<file path="src/pkg/timer_chan_cfg.svh">
// Offsets, field positions, reset values and timing counts of the timer channel
`ifndef TIMER_CHAN_CFG_SVH
`define TIMER_CHAN_CFG_SVH
`define ADDR_CTRL 4'h0
`define ADDR_MODE 4'h1
`define ADDR_COUNTER 4'h2
`define ADDR_RELOAD 4'h3
`define ADDR_STATUS 4'h4
`define ADDR_MASK 4'h5
`define ADDR_EVENT 4'h6
`define CTRL_START 0
`define CTRL_CUTOFF 1
`define EVT_UP 0
`define EVT_ZPHASE 1
`define EVT_TRIGLO 2
`define EVT_TRIGHI 3
`define ST_IRQ 0
`define ST_OUT 1
`define MODE_RESET 2'h0
`define COUNT_RESET 16'hFFFF
`define ALL_ONES 16'hFFFF
`define ALL_ZEROS 16'h0000
`define TRIG_LEAD_NS 300
`define CLK_PERIOD_NS 10
`define TRIG_LEAD_CYC ((`TRIG_LEAD_NS + `CLK_PERIOD_NS - 1) / `CLK_PERIOD_NS)
`endif

</file>
<file path="src/pkg/timer_chan_pkg.sv">
// Types shared by the timer channel
package timer_chan_pkg;
    typedef enum logic [1:0] {
        MODE_TIMER = 2'h0,
        MODE_EVENT = 2'h1,
        MODE_ONESHOT = 2'h2,
        MODE_PWM = 2'h3
    } mode_type;
endpackage

</file>
<file path="src/rtl/timer_a_multimode_counter.sv">
// Multi-mode 16-bit timer channel with Avalon-MM register slave
// Notes on behaviour
// - Channel idle after reset until software sets the count start bit.
// - Counter readable while counting; timer-mode read at reload returns all ones.
// - Event-mode read at reload: all ones on underflow, zeros on overflow.
// - Counter written then read before counting returns the written value.
// - Cutoff enable set and shutdown low puts output pin in high impedance.
// - One-shot stop halts, reloads, drives output low; flag set one clock later.
// - One-shot output changes only on count source ticks and on a stop.
// - Selecting one-shot after reset or from timer/event mode sets the flag.
// - Trigger during one-shot reloads; count resumes after second trigger.
// - Selecting PWM after reset or from timer/event mode sets the flag.
// - Stop during PWM with output high drives low and sets the flag.
// - Stop during PWM with output low changes neither output nor flag.
//
// Register access over Avalon-MM and the register addresses were decided locally.
`timescale 1ns/1ns
`default_nettype none
`include "timer_chan_cfg.svh"
module timer_a_multimode_counter #(
    parameter int WIDTH = 16
) (
    // Clock and reset
    input wire logic clk,
    input wire logic reset_n,
    // Avalon-MM slave
    input wire logic [3:0] address,
    input wire logic read,
    input wire logic write,
    input wire logic [31:0] writedata,
    output logic [31:0] readdata,
    output logic waitrequest,
    // Count source tick, external trigger and shutdown
    input wire logic countTick,
    input wire logic channelInputPin,
    input wire logic shutdownInput_n,
    // Output pin, enable low while driven
    input wire logic channelOutputPinIn,
    output logic channelOutputPin,
    output logic channelOutputPinOe_n,
    // Interrupt
    output logic irq
);
    import timer_chan_pkg::*;

    ////////////////////////////////////////////////////////////////////////////
    // Registers
    logic startQ, cutoffEnableQ;
    mode_type modeQ;
    logic modeWasSetQ;
    logic [WIDTH-1:0] counterQ, reloadQ;
    logic [3:0] eventCfgQ;
    logic [1:0] statusQ, maskQ;
    logic outQ;
    logic stopFlagPendQ;
    logic armedQ, trigSeenQ, reloadHitQ;
    logic readPendQ;
    logic [31:0] readdataQ;

    logic wrStrobe, tick, trigRise, trigPrevQ;
    logic underflow, overflow, reloadNow, stopEdge, modeFlagSet, hwIrqSet;
    logic [WIDTH-1:0] counterD;

    assign wrStrobe = write && !waitrequest;
    assign tick = countTick && startQ;
    assign trigRise = channelInputPin && !trigPrevQ;
    assign stopEdge = wrStrobe && address == `ADDR_CTRL && startQ && !writedata[`CTRL_START];

    ////////////////////////////////////////////////////////////////////////////
    // Reads take one wait cycle so readdata is registered
    // Writes never wait, so back-to-back writes cost one clock each
    always_ff @(posedge clk or negedge reset_n) begin
        if (!reset_n) begin
            readPendQ <= 1'b0;
        end else begin
            readPendQ <= read && !readPendQ;
        end
    end
    assign waitrequest = read && !readPendQ;
    assign readdata = readdataQ;

    // Capture the counter view; a read that meets a reload sees the wrap value
    always_ff @(posedge clk or negedge reset_n) begin
        if (!reset_n) begin
            readdataQ <= 32'h0000_0000;
        end else if (read && !readPendQ) begin
            case (address)
                `ADDR_CTRL: readdataQ <= {30'h0, cutoffEnableQ, startQ};
                `ADDR_MODE: readdataQ <= {30'h0, modeQ};
                `ADDR_COUNTER: begin
                    if (reloadNow && modeQ == MODE_EVENT && overflow) begin
                        readdataQ <= {16'h0, `ALL_ZEROS};
                    end else if (reloadNow) begin
                        readdataQ <= {16'h0, `ALL_ONES};
                    end else begin
                        readdataQ <= {16'h0, counterQ};
                    end
                end
                `ADDR_RELOAD: readdataQ <= {16'h0, reloadQ};
                `ADDR_STATUS: readdataQ <= {30'h0, outQ, statusQ[`ST_IRQ]};
                `ADDR_MASK: readdataQ <= {30'h0, maskQ};
                `ADDR_EVENT: readdataQ <= {28'h0, eventCfgQ};
                default: readdataQ <= 32'h0000_0000;
            endcase
        end
    end

    ////////////////////////////////////////////////////////////////////////////
    // Control, mode and setup registers; mode and event setup writes are ignored while counting
    always_ff @(posedge clk or negedge reset_n) begin
        if (!reset_n) begin
            startQ <= 1'b0;
            cutoffEnableQ <= 1'b0;
            modeQ <= MODE_TIMER;
            modeWasSetQ <= 1'b0;
            eventCfgQ <= 4'h0;
            maskQ <= 2'h0;
            reloadQ <= `COUNT_RESET;
        end else if (wrStrobe) begin
            case (address)
                `ADDR_CTRL: begin
                    startQ <= writedata[`CTRL_START];
                    cutoffEnableQ <= writedata[`CTRL_CUTOFF];
                end
                `ADDR_MODE: begin
                    if (!startQ) begin
                        modeQ <= mode_type'(writedata[1:0]);
                        modeWasSetQ <= 1'b1;
                    end
                end
                `ADDR_EVENT: begin
                    if (!startQ) begin
                        eventCfgQ <= writedata[3:0];
                    end
                end
                `ADDR_RELOAD: reloadQ <= writedata[WIDTH-1:0];
                `ADDR_COUNTER: reloadQ <= writedata[WIDTH-1:0];
                `ADDR_MASK: maskQ <= writedata[1:0];
                default: ;
            endcase
        end
    end

    // Mode switch into one-shot or PWM from reset, timer or event counter
    assign modeFlagSet = wrStrobe && address == `ADDR_MODE && !startQ
        && (writedata[1:0] == 2'(MODE_ONESHOT) || writedata[1:0] == 2'(MODE_PWM))
        && (!modeWasSetQ || modeQ == MODE_TIMER || modeQ == MODE_EVENT);

    ////////////////////////////////////////////////////////////////////////////
    // Counter next value
    // A counter write wins over stop and tick so software reads back its own value
    assign underflow = tick && counterQ == {WIDTH{1'b0}} && !(modeQ == MODE_EVENT && eventCfgQ[`EVT_UP]);
    assign overflow = tick && modeQ == MODE_EVENT && eventCfgQ[`EVT_UP] && counterQ == {WIDTH{1'b1}};
    assign reloadNow = (underflow || overflow) && (modeQ == MODE_TIMER || modeQ == MODE_EVENT);

    always_comb begin
        counterD = counterQ;
        if (wrStrobe && address == `ADDR_COUNTER) begin
            counterD = writedata[WIDTH-1:0];
        end else if (stopEdge && modeQ == MODE_ONESHOT) begin
            counterD = reloadQ;
        end else if (tick) begin
            case (modeQ)
                MODE_TIMER: counterD = underflow ? reloadQ : counterQ - 1'b1;
                MODE_EVENT: begin
                    if (reloadNow) begin
                        counterD = reloadQ;
                    end else if (eventCfgQ[`EVT_UP]) begin
                        counterD = counterQ + 1'b1;
                    end else begin
                        counterD = counterQ - 1'b1;
                    end
                end
                MODE_ONESHOT: begin
                    if (reloadHitQ) begin
                        counterD = reloadQ;
                    end else if (armedQ && counterQ != {WIDTH{1'b0}}) begin
                        counterD = counterQ - 1'b1;
                    end
                end
                MODE_PWM: counterD = (counterQ == {WIDTH{1'b0}}) ? reloadQ : counterQ - 1'b1;
                default: counterD = counterQ;
            endcase
        end
    end

    always_ff @(posedge clk or negedge reset_n) begin
        if (!reset_n) begin
            counterQ <= `COUNT_RESET;
        end else begin
            counterQ <= counterD;
        end
    end

    ////////////////////////////////////////////////////////////////////////////
    // One-shot triggers: first arms, a trigger while counting reloads, next resumes
    // Two rises between ticks merge into one, hence triggers a tick apart
    always_ff @(posedge clk or negedge reset_n) begin
        if (!reset_n) begin
            trigPrevQ <= 1'b0;
            armedQ <= 1'b0;
            trigSeenQ <= 1'b0;
            reloadHitQ <= 1'b0;
        end else begin
            trigPrevQ <= channelInputPin;
            if (!startQ || modeQ != MODE_ONESHOT) begin
                armedQ <= 1'b0;
                trigSeenQ <= 1'b0;
                reloadHitQ <= 1'b0;
            end else begin
                // Triggers are latched and acted on at the next count tick
                if (trigRise) begin
                    trigSeenQ <= 1'b1;
                end else if (tick) begin
                    trigSeenQ <= 1'b0;
                end
                if (tick && trigSeenQ) begin
                    if (armedQ && !reloadHitQ) begin
                        reloadHitQ <= 1'b1;
                    end else begin
                        reloadHitQ <= 1'b0;
                        armedQ <= 1'b1;
                    end
                end else if (tick && armedQ && counterQ == {WIDTH{1'b0}}) begin
                    armedQ <= 1'b0;
                end
            end
        end
    end

    ////////////////////////////////////////////////////////////////////////////
    // Output level; moves only on count ticks except for stop actions
    always_ff @(posedge clk or negedge reset_n) begin
        if (!reset_n) begin
            outQ <= 1'b0;
        end else if (stopEdge && (modeQ == MODE_ONESHOT || modeQ == MODE_PWM)) begin
            outQ <= 1'b0;
        end else if (tick) begin
            case (modeQ)
                MODE_ONESHOT: outQ <= armedQ && !reloadHitQ && counterQ != {WIDTH{1'b0}};
                MODE_PWM: outQ <= counterQ != {WIDTH{1'b0}};
                default: outQ <= outQ;
            endcase
        end
    end

    // Forced cutoff releases the pin
    assign channelOutputPin = outQ;
    assign channelOutputPinOe_n = cutoffEnableQ && !shutdownInput_n;

    ////////////////////////////////////////////////////////////////////////////
    // One-shot stop flag lands one clock after the stop write
    always_ff @(posedge clk or negedge reset_n) begin
        if (!reset_n) begin
            stopFlagPendQ <= 1'b0;
        end else begin
            stopFlagPendQ <= stopEdge && modeQ == MODE_ONESHOT;
        end
    end

    assign hwIrqSet = stopFlagPendQ || modeFlagSet || reloadNow
        || (stopEdge && modeQ == MODE_PWM && outQ)
        || (tick && modeQ == MODE_ONESHOT && armedQ && counterQ == {WIDTH{1'b0}})
        || (tick && modeQ == MODE_PWM && counterQ == {WIDTH{1'b0}});

    // Sticky status, write one to clear; a set in the same cycle wins
    always_ff @(posedge clk or negedge reset_n) begin
        if (!reset_n) begin
            statusQ <= 2'h0;
        end else begin
            statusQ[`ST_IRQ] <= hwIrqSet
                || (statusQ[`ST_IRQ] && !(wrStrobe && address == `ADDR_STATUS && writedata[`ST_IRQ]));
            statusQ[`ST_OUT] <= 1'b0;
        end
    end
    assign irq = |(statusQ & maskQ);

    ////////////////////////////////////////////////////////////////////////////
    // Checks
    // Stop actions; the one-shot flag trails its stop write by one clock
    one_shot_stop_a: assert property (@(posedge clk) disable iff (!reset_n)
        (stopEdge && modeQ == MODE_ONESHOT) |=> !outQ && counterQ == $past(reloadQ) ##1 statusQ[`ST_IRQ])
        else $error("one-shot stop did not reload, drop output and flag");
    pwm_high_stop_a: assert property (@(posedge clk) disable iff (!reset_n)
        (stopEdge && modeQ == MODE_PWM && outQ) |=> !outQ && statusQ[`ST_IRQ])
        else $error("pwm stop with high output mishandled");
    pwm_low_stop_a: assert property (@(posedge clk) disable iff (!reset_n)
        (stopEdge && modeQ == MODE_PWM && !outQ && !hwIrqSet)
        |=> !outQ && statusQ[`ST_IRQ] == $past(statusQ[`ST_IRQ]))
        else $error("pwm stop with low output changed state");

    // Pin, output and mode checks
    cutoff_pin_a: assert property (@(posedge clk) disable iff (!reset_n)
        (cutoffEnableQ && !shutdownInput_n) |-> channelOutputPinOe_n)
        else $error("cutoff did not release output");
    out_on_tick_a: assert property (@(posedge clk) disable iff (!reset_n)
        !$past(tick) && !$past(stopEdge) |-> $stable(outQ))
        else $error("output moved without a count tick");
    one_shot_zero_a: assert property (@(posedge clk) disable iff (!reset_n)
        (tick && modeQ == MODE_ONESHOT && armedQ && counterQ == {WIDTH{1'b0}} && !stopEdge)
        |=> !outQ && statusQ[`ST_IRQ])
        else $error("one-shot end did not drop output and flag");
    mode_lock_a: assert property (@(posedge clk) disable iff (!reset_n)
        startQ && $past(startQ) |-> $stable(modeQ) && $stable(eventCfgQ))
        else $error("mode changed while counting");
    mode_flag_a: assert property (@(posedge clk) disable iff (!reset_n)
        modeFlagSet |=> statusQ[`ST_IRQ])
        else $error("mode switch did not set flag");
    idle_reset_a: assert property (@(posedge clk) disable iff (!reset_n)
        !startQ && !(wrStrobe && address == `ADDR_COUNTER) && !stopEdge |=> $stable(counterQ))
        else $error("counter moved while idle");

    // Counter and read-back checks
    timer_reload_a: assert property (@(posedge clk) disable iff (!reset_n)
        (modeQ == MODE_TIMER && underflow && !wrStrobe) |=> counterQ == $past(reloadQ) && statusQ[`ST_IRQ])
        else $error("timer underflow did not reload and flag");
    timer_count_a: assert property (@(posedge clk) disable iff (!reset_n)
        (modeQ == MODE_TIMER && tick && !underflow && !wrStrobe) |=> counterQ == $past(counterQ) - 1'b1)
        else $error("timer did not decrement on tick");
    trigger_reload_a: assert property (@(posedge clk) disable iff (!reset_n)
        (tick && modeQ == MODE_ONESHOT && reloadHitQ && !wrStrobe) |=> counterQ == $past(reloadQ))
        else $error("trigger during one-shot did not reload");
    write_read_a: assert property (@(posedge clk) disable iff (!reset_n)
        (wrStrobe && address == `ADDR_COUNTER && !startQ) |=> counterQ == $past(writedata[WIDTH-1:0]))
        else $error("written counter value lost");
    read_reload_a: assert property (@(posedge clk) disable iff (!reset_n)
        (read && !readPendQ && address == `ADDR_COUNTER && reloadNow && modeQ == MODE_TIMER)
        |=> readdata == 32'h0000_FFFF && !waitrequest)
        else $error("read at reload not all ones");
    event_over_read_a: assert property (@(posedge clk) disable iff (!reset_n)
        (read && !readPendQ && address == `ADDR_COUNTER && reloadNow && modeQ == MODE_EVENT && overflow)
        |=> readdata == 32'h0000_0000)
        else $error("event overflow read not all zeros");
    event_under_read_a: assert property (@(posedge clk) disable iff (!reset_n)
        (read && !readPendQ && address == `ADDR_COUNTER && reloadNow && modeQ == MODE_EVENT && underflow)
        |=> readdata == 32'h0000_FFFF)
        else $error("event underflow read not all ones");
    read_hold_a: assert property (@(posedge clk) disable iff (!reset_n)
        !(read && !readPendQ) |=> $stable(readdata))
        else $error("read data moved without a read");
endmodule
`default_nettype wire

</file>
<file path="config.mk">
export PLATFORM = sky130hd
export DESIGN_NAME = timer_a_multimode_counter
export DESIGN_NICKNAME = d
export VERILOG_FILES = /design/src/pkg/timer_chan_pkg.sv /design/src/rtl/timer_a_multimode_counter.sv
export VERILOG_INCLUDE_DIRS = /design/src /design/src/pkg
export SDC_FILE = /design/constraint.sdc
export NUM_CORES = 1
export LEC_CHECK = 0
export ABC_AREA = 1
export BUFFER_PORTS_ARGS = -buffer_cell sky130_fd_sc_hd__buf_2
export CORE_MARGIN = 2
export CORE_UTILIZATION = 35
export DETAILED_ROUTE_END_ITERATION = 16
export SYNTH_ARGS = -nofsm -noshare
export SYNTH_HDL_FRONTEND = slang
export SYNTH_SLANG_ARGS = --single-unit
</file>
<file path="constraint.sdc">
create_clock -name clk -period 2.45 [get_ports clk]
set_input_delay 0.1225 -clock clk [delete_from_list [all_inputs] [get_ports clk]]
set_output_delay 0.1225 -clock clk [all_outputs]
set_load 0.005 [all_outputs]
</file>
==> impl_metrics.py, run 1 <==
metrics = {
    "status": {
        "outcome": "complete, no violations",
    },
    "placed_design": {
        "place.port_buffers": 46,
        "post-place-cells": 1183,
        "hpwl_um": 13690,
        "globalplace.congestion": 0.9169,
        "place_ws_ps": 210.3,
    },
    "pwr": {
        "p_leak_nw": 3.464,
        "vdd_drop_max_mv": 0.4277,
        "p_per_area_nw_per_um2": 919.6,
        "total_power_mw": 6.156,
    },
    "global_routing": {
        "grt-ovfl-total": 0,
        "grt_pass1_vias": 5813,
        "grt_pass1_wl_um": 30950,
        "gr-usage-all-layers_pct": 22.46,
        "grt_antenna_before_repair": 0,
        "grt_max_degree": 68,
    },
    "floorplan": {
        "ios": 80,
        "start_util_pct": 35.51,
        "die_w_um": 133.0,
        "die_h_um": 133.0,
        "design.core.area_um2": 16410,
        "rows": 47,
        "dieArea_um2": 17700,
    },
    "drt": {
        "finalWirelength_um": 19140,
        "drt-vias-per-instance": 5.003,
        "first_iter_violations": 481,
        "vias": 6009,
        "ant_nets": 0,
        "firstDrtPassIters": 6,
        "drcViolationCount": 0,
        "wl_per_cell_um": 15.94,
    },
    "timing": {
        "slew_headroom_pct": 53.49,
        "finalCritPeriodShare_pct": 91.62,
        "clock_skew_ps": 6.431,
        "clock.fmax_mhz": 445.5,
        "setup_viol": 0,
        "hold_viol_final": 0,
        "rsz0062_at_grt": "no",
        "fin_crit_ps": 2245,
        "finalSetupTns_ps": 0,
        "fin_ws_ps": 205.4,
        "timing.final.max_slew_violations": 0,
        "worstMarginPinSlew_ps": 695.3,
    },
    "synthesis": {
        "synth.top_cells.by_count": "nand2_1, nand3_1, inv_1",
        "yosys_warnings": 0,
        "async_reset_ff_share_pct": 100.0,
        "yosysUniqueCellTypes": 52,
        "syn-cell-area_um2": 5827,
        "ys_ff_latch": 67,
        "synth_cells": 918,
        "netlist_top_cells_area": "nand2_1, dfrtp_1, dfstp_2",
        "syn_area_per_cell_um2": 6.347,
        "synthFlopType": "dfrtp_1",
        "synth.most_common_cell": "nand2_1",
        "synth_edf_count": 0,
        "ys_seq_area_share_pct": 29.46,
        "yosys.area.top_type": "nand2_1",
        "synth.top_cell.area_share_pct": 22.35,
    },
    "cts": {
        "htree_num_levels": 3,
        "clk_pin_slew_ps": 60,
        "cts_buffer_depth": 2,
        "root_buffer": "clkbuf_16",
        "insertion_delay_ps": 350,
        "cts-buffers-inserted": 9,
        "cts_setup_buffers": 0,
        "numClockSinks": 67,
        "cts_tree": "done",
    },
    "hold_path": {
        "hold_class": "in -> reg",
    },
    "worst_setup_path": {
        "cp_max_fo": 16,
        "crit_required_ps": 2740,
        "crit_path_start_kind": "register",
        "crit_arrival_ps": 2530,
        "path_class": "reg -> reg",
        "endpoint_kind": "register",
    },
    "final_layout": {
        "synthToLayoutAreaGrowth_pct": 14.88,
        "diodes": 0,
        "drive_above_1_share_pct": 19.06,
        "final_cells": 1201,
        "register_area_um2": 1717,
        "fin_util_pct": 40.80,
        "nNetsFinal": 1023,
        "nFillCells": 1774,
        "multi_input_area_um2": 3451,
    },
    "job": {
        "cap_violations": 0,
    },
}
==> worst paths after layout <==
kind	start	endpoint	slack, ps	cells past startpoint
worst min register to register	readdata[9]$_DFFE_PN0P_	readdata[9]$_DFFE_PN0P_	480	2
worst max-delay path	counterQ[0]$_DFFE_PN1P_	counterQ[13]$_DFFE_PN1P_	210	11
max in group asynchronous	reset_n	counterQ[11]$_DFFE_PN1P_	1770	3
worst min-delay path	writedata[4]	reloadQ[4]$_DFFE_PN1P_	9	3
min in group asynchronous	reset_n	eventCfgQ[2]$_DFFE_PN0P_	330	3
worst max register to register	counterQ[0]$_DFFE_PN1P_	counterQ[13]$_DFFE_PN1P_	210	11
==> power by group <==
part | leakage, nW | total [mW] | internal (mW) | switching (mW)
clock | 0.132 | 1.22 | 0.733 | 0.491
combinational | 2.55 | 3.00 | 1.07 | 1.93
sequential | 0.780 | 1.94 | 1.52 | 0.417
==> logic make-up after synthesis <==
group                    Yosys count  synth area share (%)
flip-flops                        67                 29.46
other                              1               0.06436
AO/OA/AOI/OAI                    119                 12.07
XOR/XNOR                           2                0.3007
buffers and inverters            156                 12.52
AND/OR/NAND/NOR                  571                 45.16
adder cells (fa/ha/maj)            2                0.4294
==> cell usage in the layout (no fill, tap or decap), drive strengths merged, types with 2 or more instances in the layout <==
master / Yosys / routed
dfstp: 32 / 32
inv: 105 / 105
dfrtp: 35 / 35
a22oi: 2 / 2
a21oi: 37 / 37
o21ai: 52 / 52
or2: 5 / 5
nand4: 10 / 10
o22ai: 3 / 3
nand3b: 4 / 4
dlygate4sd3: 0 / 3
a211oi: 2 / 2
clkinv: 3 / 4
nand2: 362 / 362
buf: 37 / 78
conb: 1 / 16
nor2: 74 / 74
a21boi: 15 / 15
clkbuf: 11 / 13
and2: 2 / 2
nand3: 107 / 107
nor3: 7 / 7
xor2: 2 / 2
ha: 2 / 2
==> flip-flops by register name, indices dropped and copies added, names as in the netlist, 2 cells and up <==
name	flops
reloadQ	16
counterQ	16
eventCfgQ	4
modeQ	2
readdata	16
maskQ	2
==> critical path, cell delays in order (launching register included) <==
cell	delay [ps]
dfstp_2	610
inv_1	80
ha_1	270
nand2_2	160
nor2_2	100
nand2_2	110
a21boi_2	70
o21ai_4	280
nand2_8	190
a21oi_1	160
nand2_1	80
nand2_1	60
==> stage by stage <==
stage,hold WS (ps),instance area [µm²]
floorplan,-173.1,5883
global placement,177.8,6382
detailed placement,172.8,6382
CTS,1.071,6685
global route,29.65,6694
finish,9.262,6694
==> timing repair <==
item	4_1_cts	5_1_grt
gates resized for setup	0	1
endpoints found under the hold margin	37	0
hold buffers	3	0
endpoints found under the setup margin	0	1
==> layout make-up <==
type / count / area share (%)
clock buffers: 13 / 3.888
clock inverters: 2 / 0.1869
inverters: 108 / 6.206
multi-input cells: 710 / 51.55
flip-flops and latches: 67 / 25.64
well taps: 220 / 4.112
repair buffers: 81 / 8.411
==> layer usage <==
layer	wire [µm]	vias to the layer above	global-route usage (%)
met5	0	-	0
met4	659	0	10.04
met3	1205	47	3.563
met2	8871	199	36.41
met1	8406	2765	29.54
li1	-	2998	-
Note: power is estimated with default switching activity, not from simulation.
==> inputs of run 2 (changes only) <==
--- a/config.mk
+++ b/config.mk
@@ -11,6 +11,7 @@
 export CORE_MARGIN = 2
 export CORE_UTILIZATION = 35
 export DETAILED_ROUTE_END_ITERATION = 16
+export PLACE_DENSITY = 0.56
 export SYNTH_ARGS = -nofsm -noshare
 export SYNTH_HDL_FRONTEND = slang
 export SYNTH_SLANG_ARGS = --single-unit
==> run 2 against run 1 <==
Effect of this change:
- clock skew fell by 2.1 ps
- register-to-register slack improved by 20 ps
- cell count rose by 0.75%
- largest power group unchanged
==> impl_metrics.py, run 2 (synthesis results as in run 1) <==
metrics = {
    "floorplan": {
        "rows": 47,
        "die_w_um": 133.0,
        "ios": 80,
        "start_util_pct": 35.51,
        "dieArea_um2": 17700,
        "die_h_um": 133.0,
        "design.core.area_um2": 16410,
    },
    "job": {
        "cap_violations": 0,
    },
    "status": {
        "outcome": "complete, no violations",
    },
    "drt": {
        "first_iter_violations": 536,
        "drt-vias-per-instance": 4.906,
        "firstDrtPassIters": 5,
        "wl_per_cell_um": 15.93,
        "finalWirelength_um": 19270,
        "vias": 5936,
        "drcViolationCount": 0,
        "ant_nets": 0,
    },
    "hold_path": {
        "holdCritStartpoint": "writedata[10]",
        "hold_class": "in -> reg",
        "hold_depth": 3,
        "hold_end": "reloadQ[10]$_DFFE_PN1P_",
    },
    "pwr": {
        "p_per_area_nw_per_um2": 925.3,
        "total_power_mw": 6.241,
        "p_leak_nw": 3.491,
        "vdd_drop_max_mv": 0.4074,
    },
    "placed_design": {
        "place.port_buffers": 46,
        "globalplace.congestion": 0.9312,
        "place_ws_ps": 229.8,
        "hpwl_um": 14480,
        "post-place-cells": 1189,
    },
    "worst_setup_path": {
        "crit_arrival_ps": 2500,
        "crit_top_cell": "nand2_1",
        "r2r_cells": 13,
        "worst-path-buf-inv": 2,
        "path_class": "reg -> reg",
        "r2r-start": "counterQ[1]$_DFFE_PN1P_",
        "reg2reg_slack_ps": 220,
        "crit_required_ps": 2730,
        "cp_max_fo": 8,
        "slowest_delay_ps": 610,
        "cp_cell_sequence": "inv_1 -> ha_1 -> nand2_2 -> nor2_2 -> nand3_1 -> nor2_4 -> buf_12 -> nor2_2 -> nand2_1 -> nand3_1 -> nand3b_1 -> nand2_1 -> nand2_1",
        "slowest_stage": "dfstp_2",
        "endpoint_kind": "register",
        "r2r_end": "counterQ[6]$_DFFE_PN1P_",
        "path_delay_family": "simple AND/OR/NAND/NOR gates",
        "crit_path_start_kind": "register",
    },
    "cts": {
        "cts_buffer_depth": 2,
        "numClockSinks": 67,
        "htree_num_levels": 3,
        "clk_pin_slew_ps": 60,
        "root_buffer": "clkbuf_16",
        "cts_setup_buffers": 0,
        "cts_tree": "done",
        "cts-buffers-inserted": 9,
        "insertion_delay_ps": 350,
    },
    "global_routing": {
        "gr-usage-all-layers_pct": 22.30,
        "grt_antenna_before_repair": 0,
        "grt_max_degree": 33,
        "grt_pass1_vias": 5627,
        "grt_pass1_wl_um": 30670,
        "grt-ovfl-total": 0,
    },
    "final_layout": {
        "final_common_cell": "nand2_1",
        "diodes": 0,
        "nNetsFinal": 1031,
        "final_cell_mix": "nand2_1, nand3_1, inv_1",
        "synthToLayoutAreaGrowth_pct": 15.76,
        "fin_util_pct": 41.11,
        "drive_above_1_share_pct": 19.80,
        "final_cells": 1210,
    },
    "timing": {
        "setup_viol": 0,
        "fin_ws_ps": 224.9,
        "clock.fmax_mhz": 449.4,
        "slew_headroom_pct": 55.69,
        "finalCritPeriodShare_pct": 90.82,
        "fin_crit_ps": 2225,
        "clock_skew_ps": 4.289,
        "finalSetupTns_ps": 0,
        "worstMarginPinSlew_ps": 662.5,
        "timing.final.max_slew_violations": 0,
        "rsz0062_at_grt": "no",
        "hold_viol_final": 0,
    },
}
[run 2: worst max path at each step]
stage                                 start                 endpoint  slack, ps  cells past startpoint
finish              counterQ[1]$_DFFE_PN1P_  counterQ[6]$_DFFE_PN1P_        220                     13
floorplan           counterQ[0]$_DFFE_PN1P_  counterQ[7]$_DFFE_PN1P_        500                     12
CTS                 counterQ[1]$_DFFE_PN1P_  counterQ[8]$_DFFE_PN1P_        210                     13
global route        counterQ[1]$_DFFE_PN1P_  counterQ[5]$_DFFE_PN1P_         70                     13
global placement    counterQ[1]$_DFFE_PN1P_  counterQ[6]$_DFFE_PN1P_        250                     13
detailed placement  counterQ[1]$_DFFE_PN1P_  counterQ[6]$_DFFE_PN1P_        230                     13
[run 2: layout make-up]
cell class	count	area (µm²)
clock buffers	10	239.0
clock inverters	6	41.29
fillers	1758	9662
inverters	108	415.4
multi-input cells	710	3442
flip-flops and latches	67	1717
well taps	220	275.3
repair buffers	89	615.6
[run 2: what timing repair did]
| action | 4_1_cts | 5_1_grt |
|---|---|---|
| hold endpoints to repair | 24 | 0 |
| resized for setup | 0 | 0 |
| hold buffers | 5 | 0 |
[run 2: layer usage]
metal | routed length [µm] | share of wire [%] | vias up | GRT usage, %
met3 | 1183 | 6.1 | 28 | 4.023
met4 | 464 | 2.4 | 0 | 8.124
met1 | 9141 | 47 | 2675 | 31.02
li1 | - | - | 3023 | -
met5 | 0 | 0 | - | 0
met2 | 8481 | 44 | 210 | 34.63
[run 2: through the flow]
step | hold slack [ps] | instance area, µm²
3_3_place_gp | 126.9 | 6415
6_report | 6.696 | 6745
2_1_floorplan | -173.1 | 5883
3_5_place_dp | 133.8 | 6415
4_1_cts | 1.812 | 6745
5_1_grt | 19.13 | 6745
[run 2: worst reg2reg max path, stage by stage (launching register included)]
cell	delay, ps
dfstp_2	610
inv_1	60
ha_1	230
nand2_2	140
nor2_2	80
nand3_1	160
nor2_4	60
buf_12	130
nor2_2	290
nand2_1	100
nand3_1	100
nand3b_1	90
nand2_1	70
nand2_1	40
[run 2: power breakdown]
part	switching [mW]	total [mW]	internal [mW]
Combinational	1.98	3.08	1.09
Clock	0.538	1.25	0.710
Sequential	0.400	1.92	1.52
Total	2.92	6.24	3.32
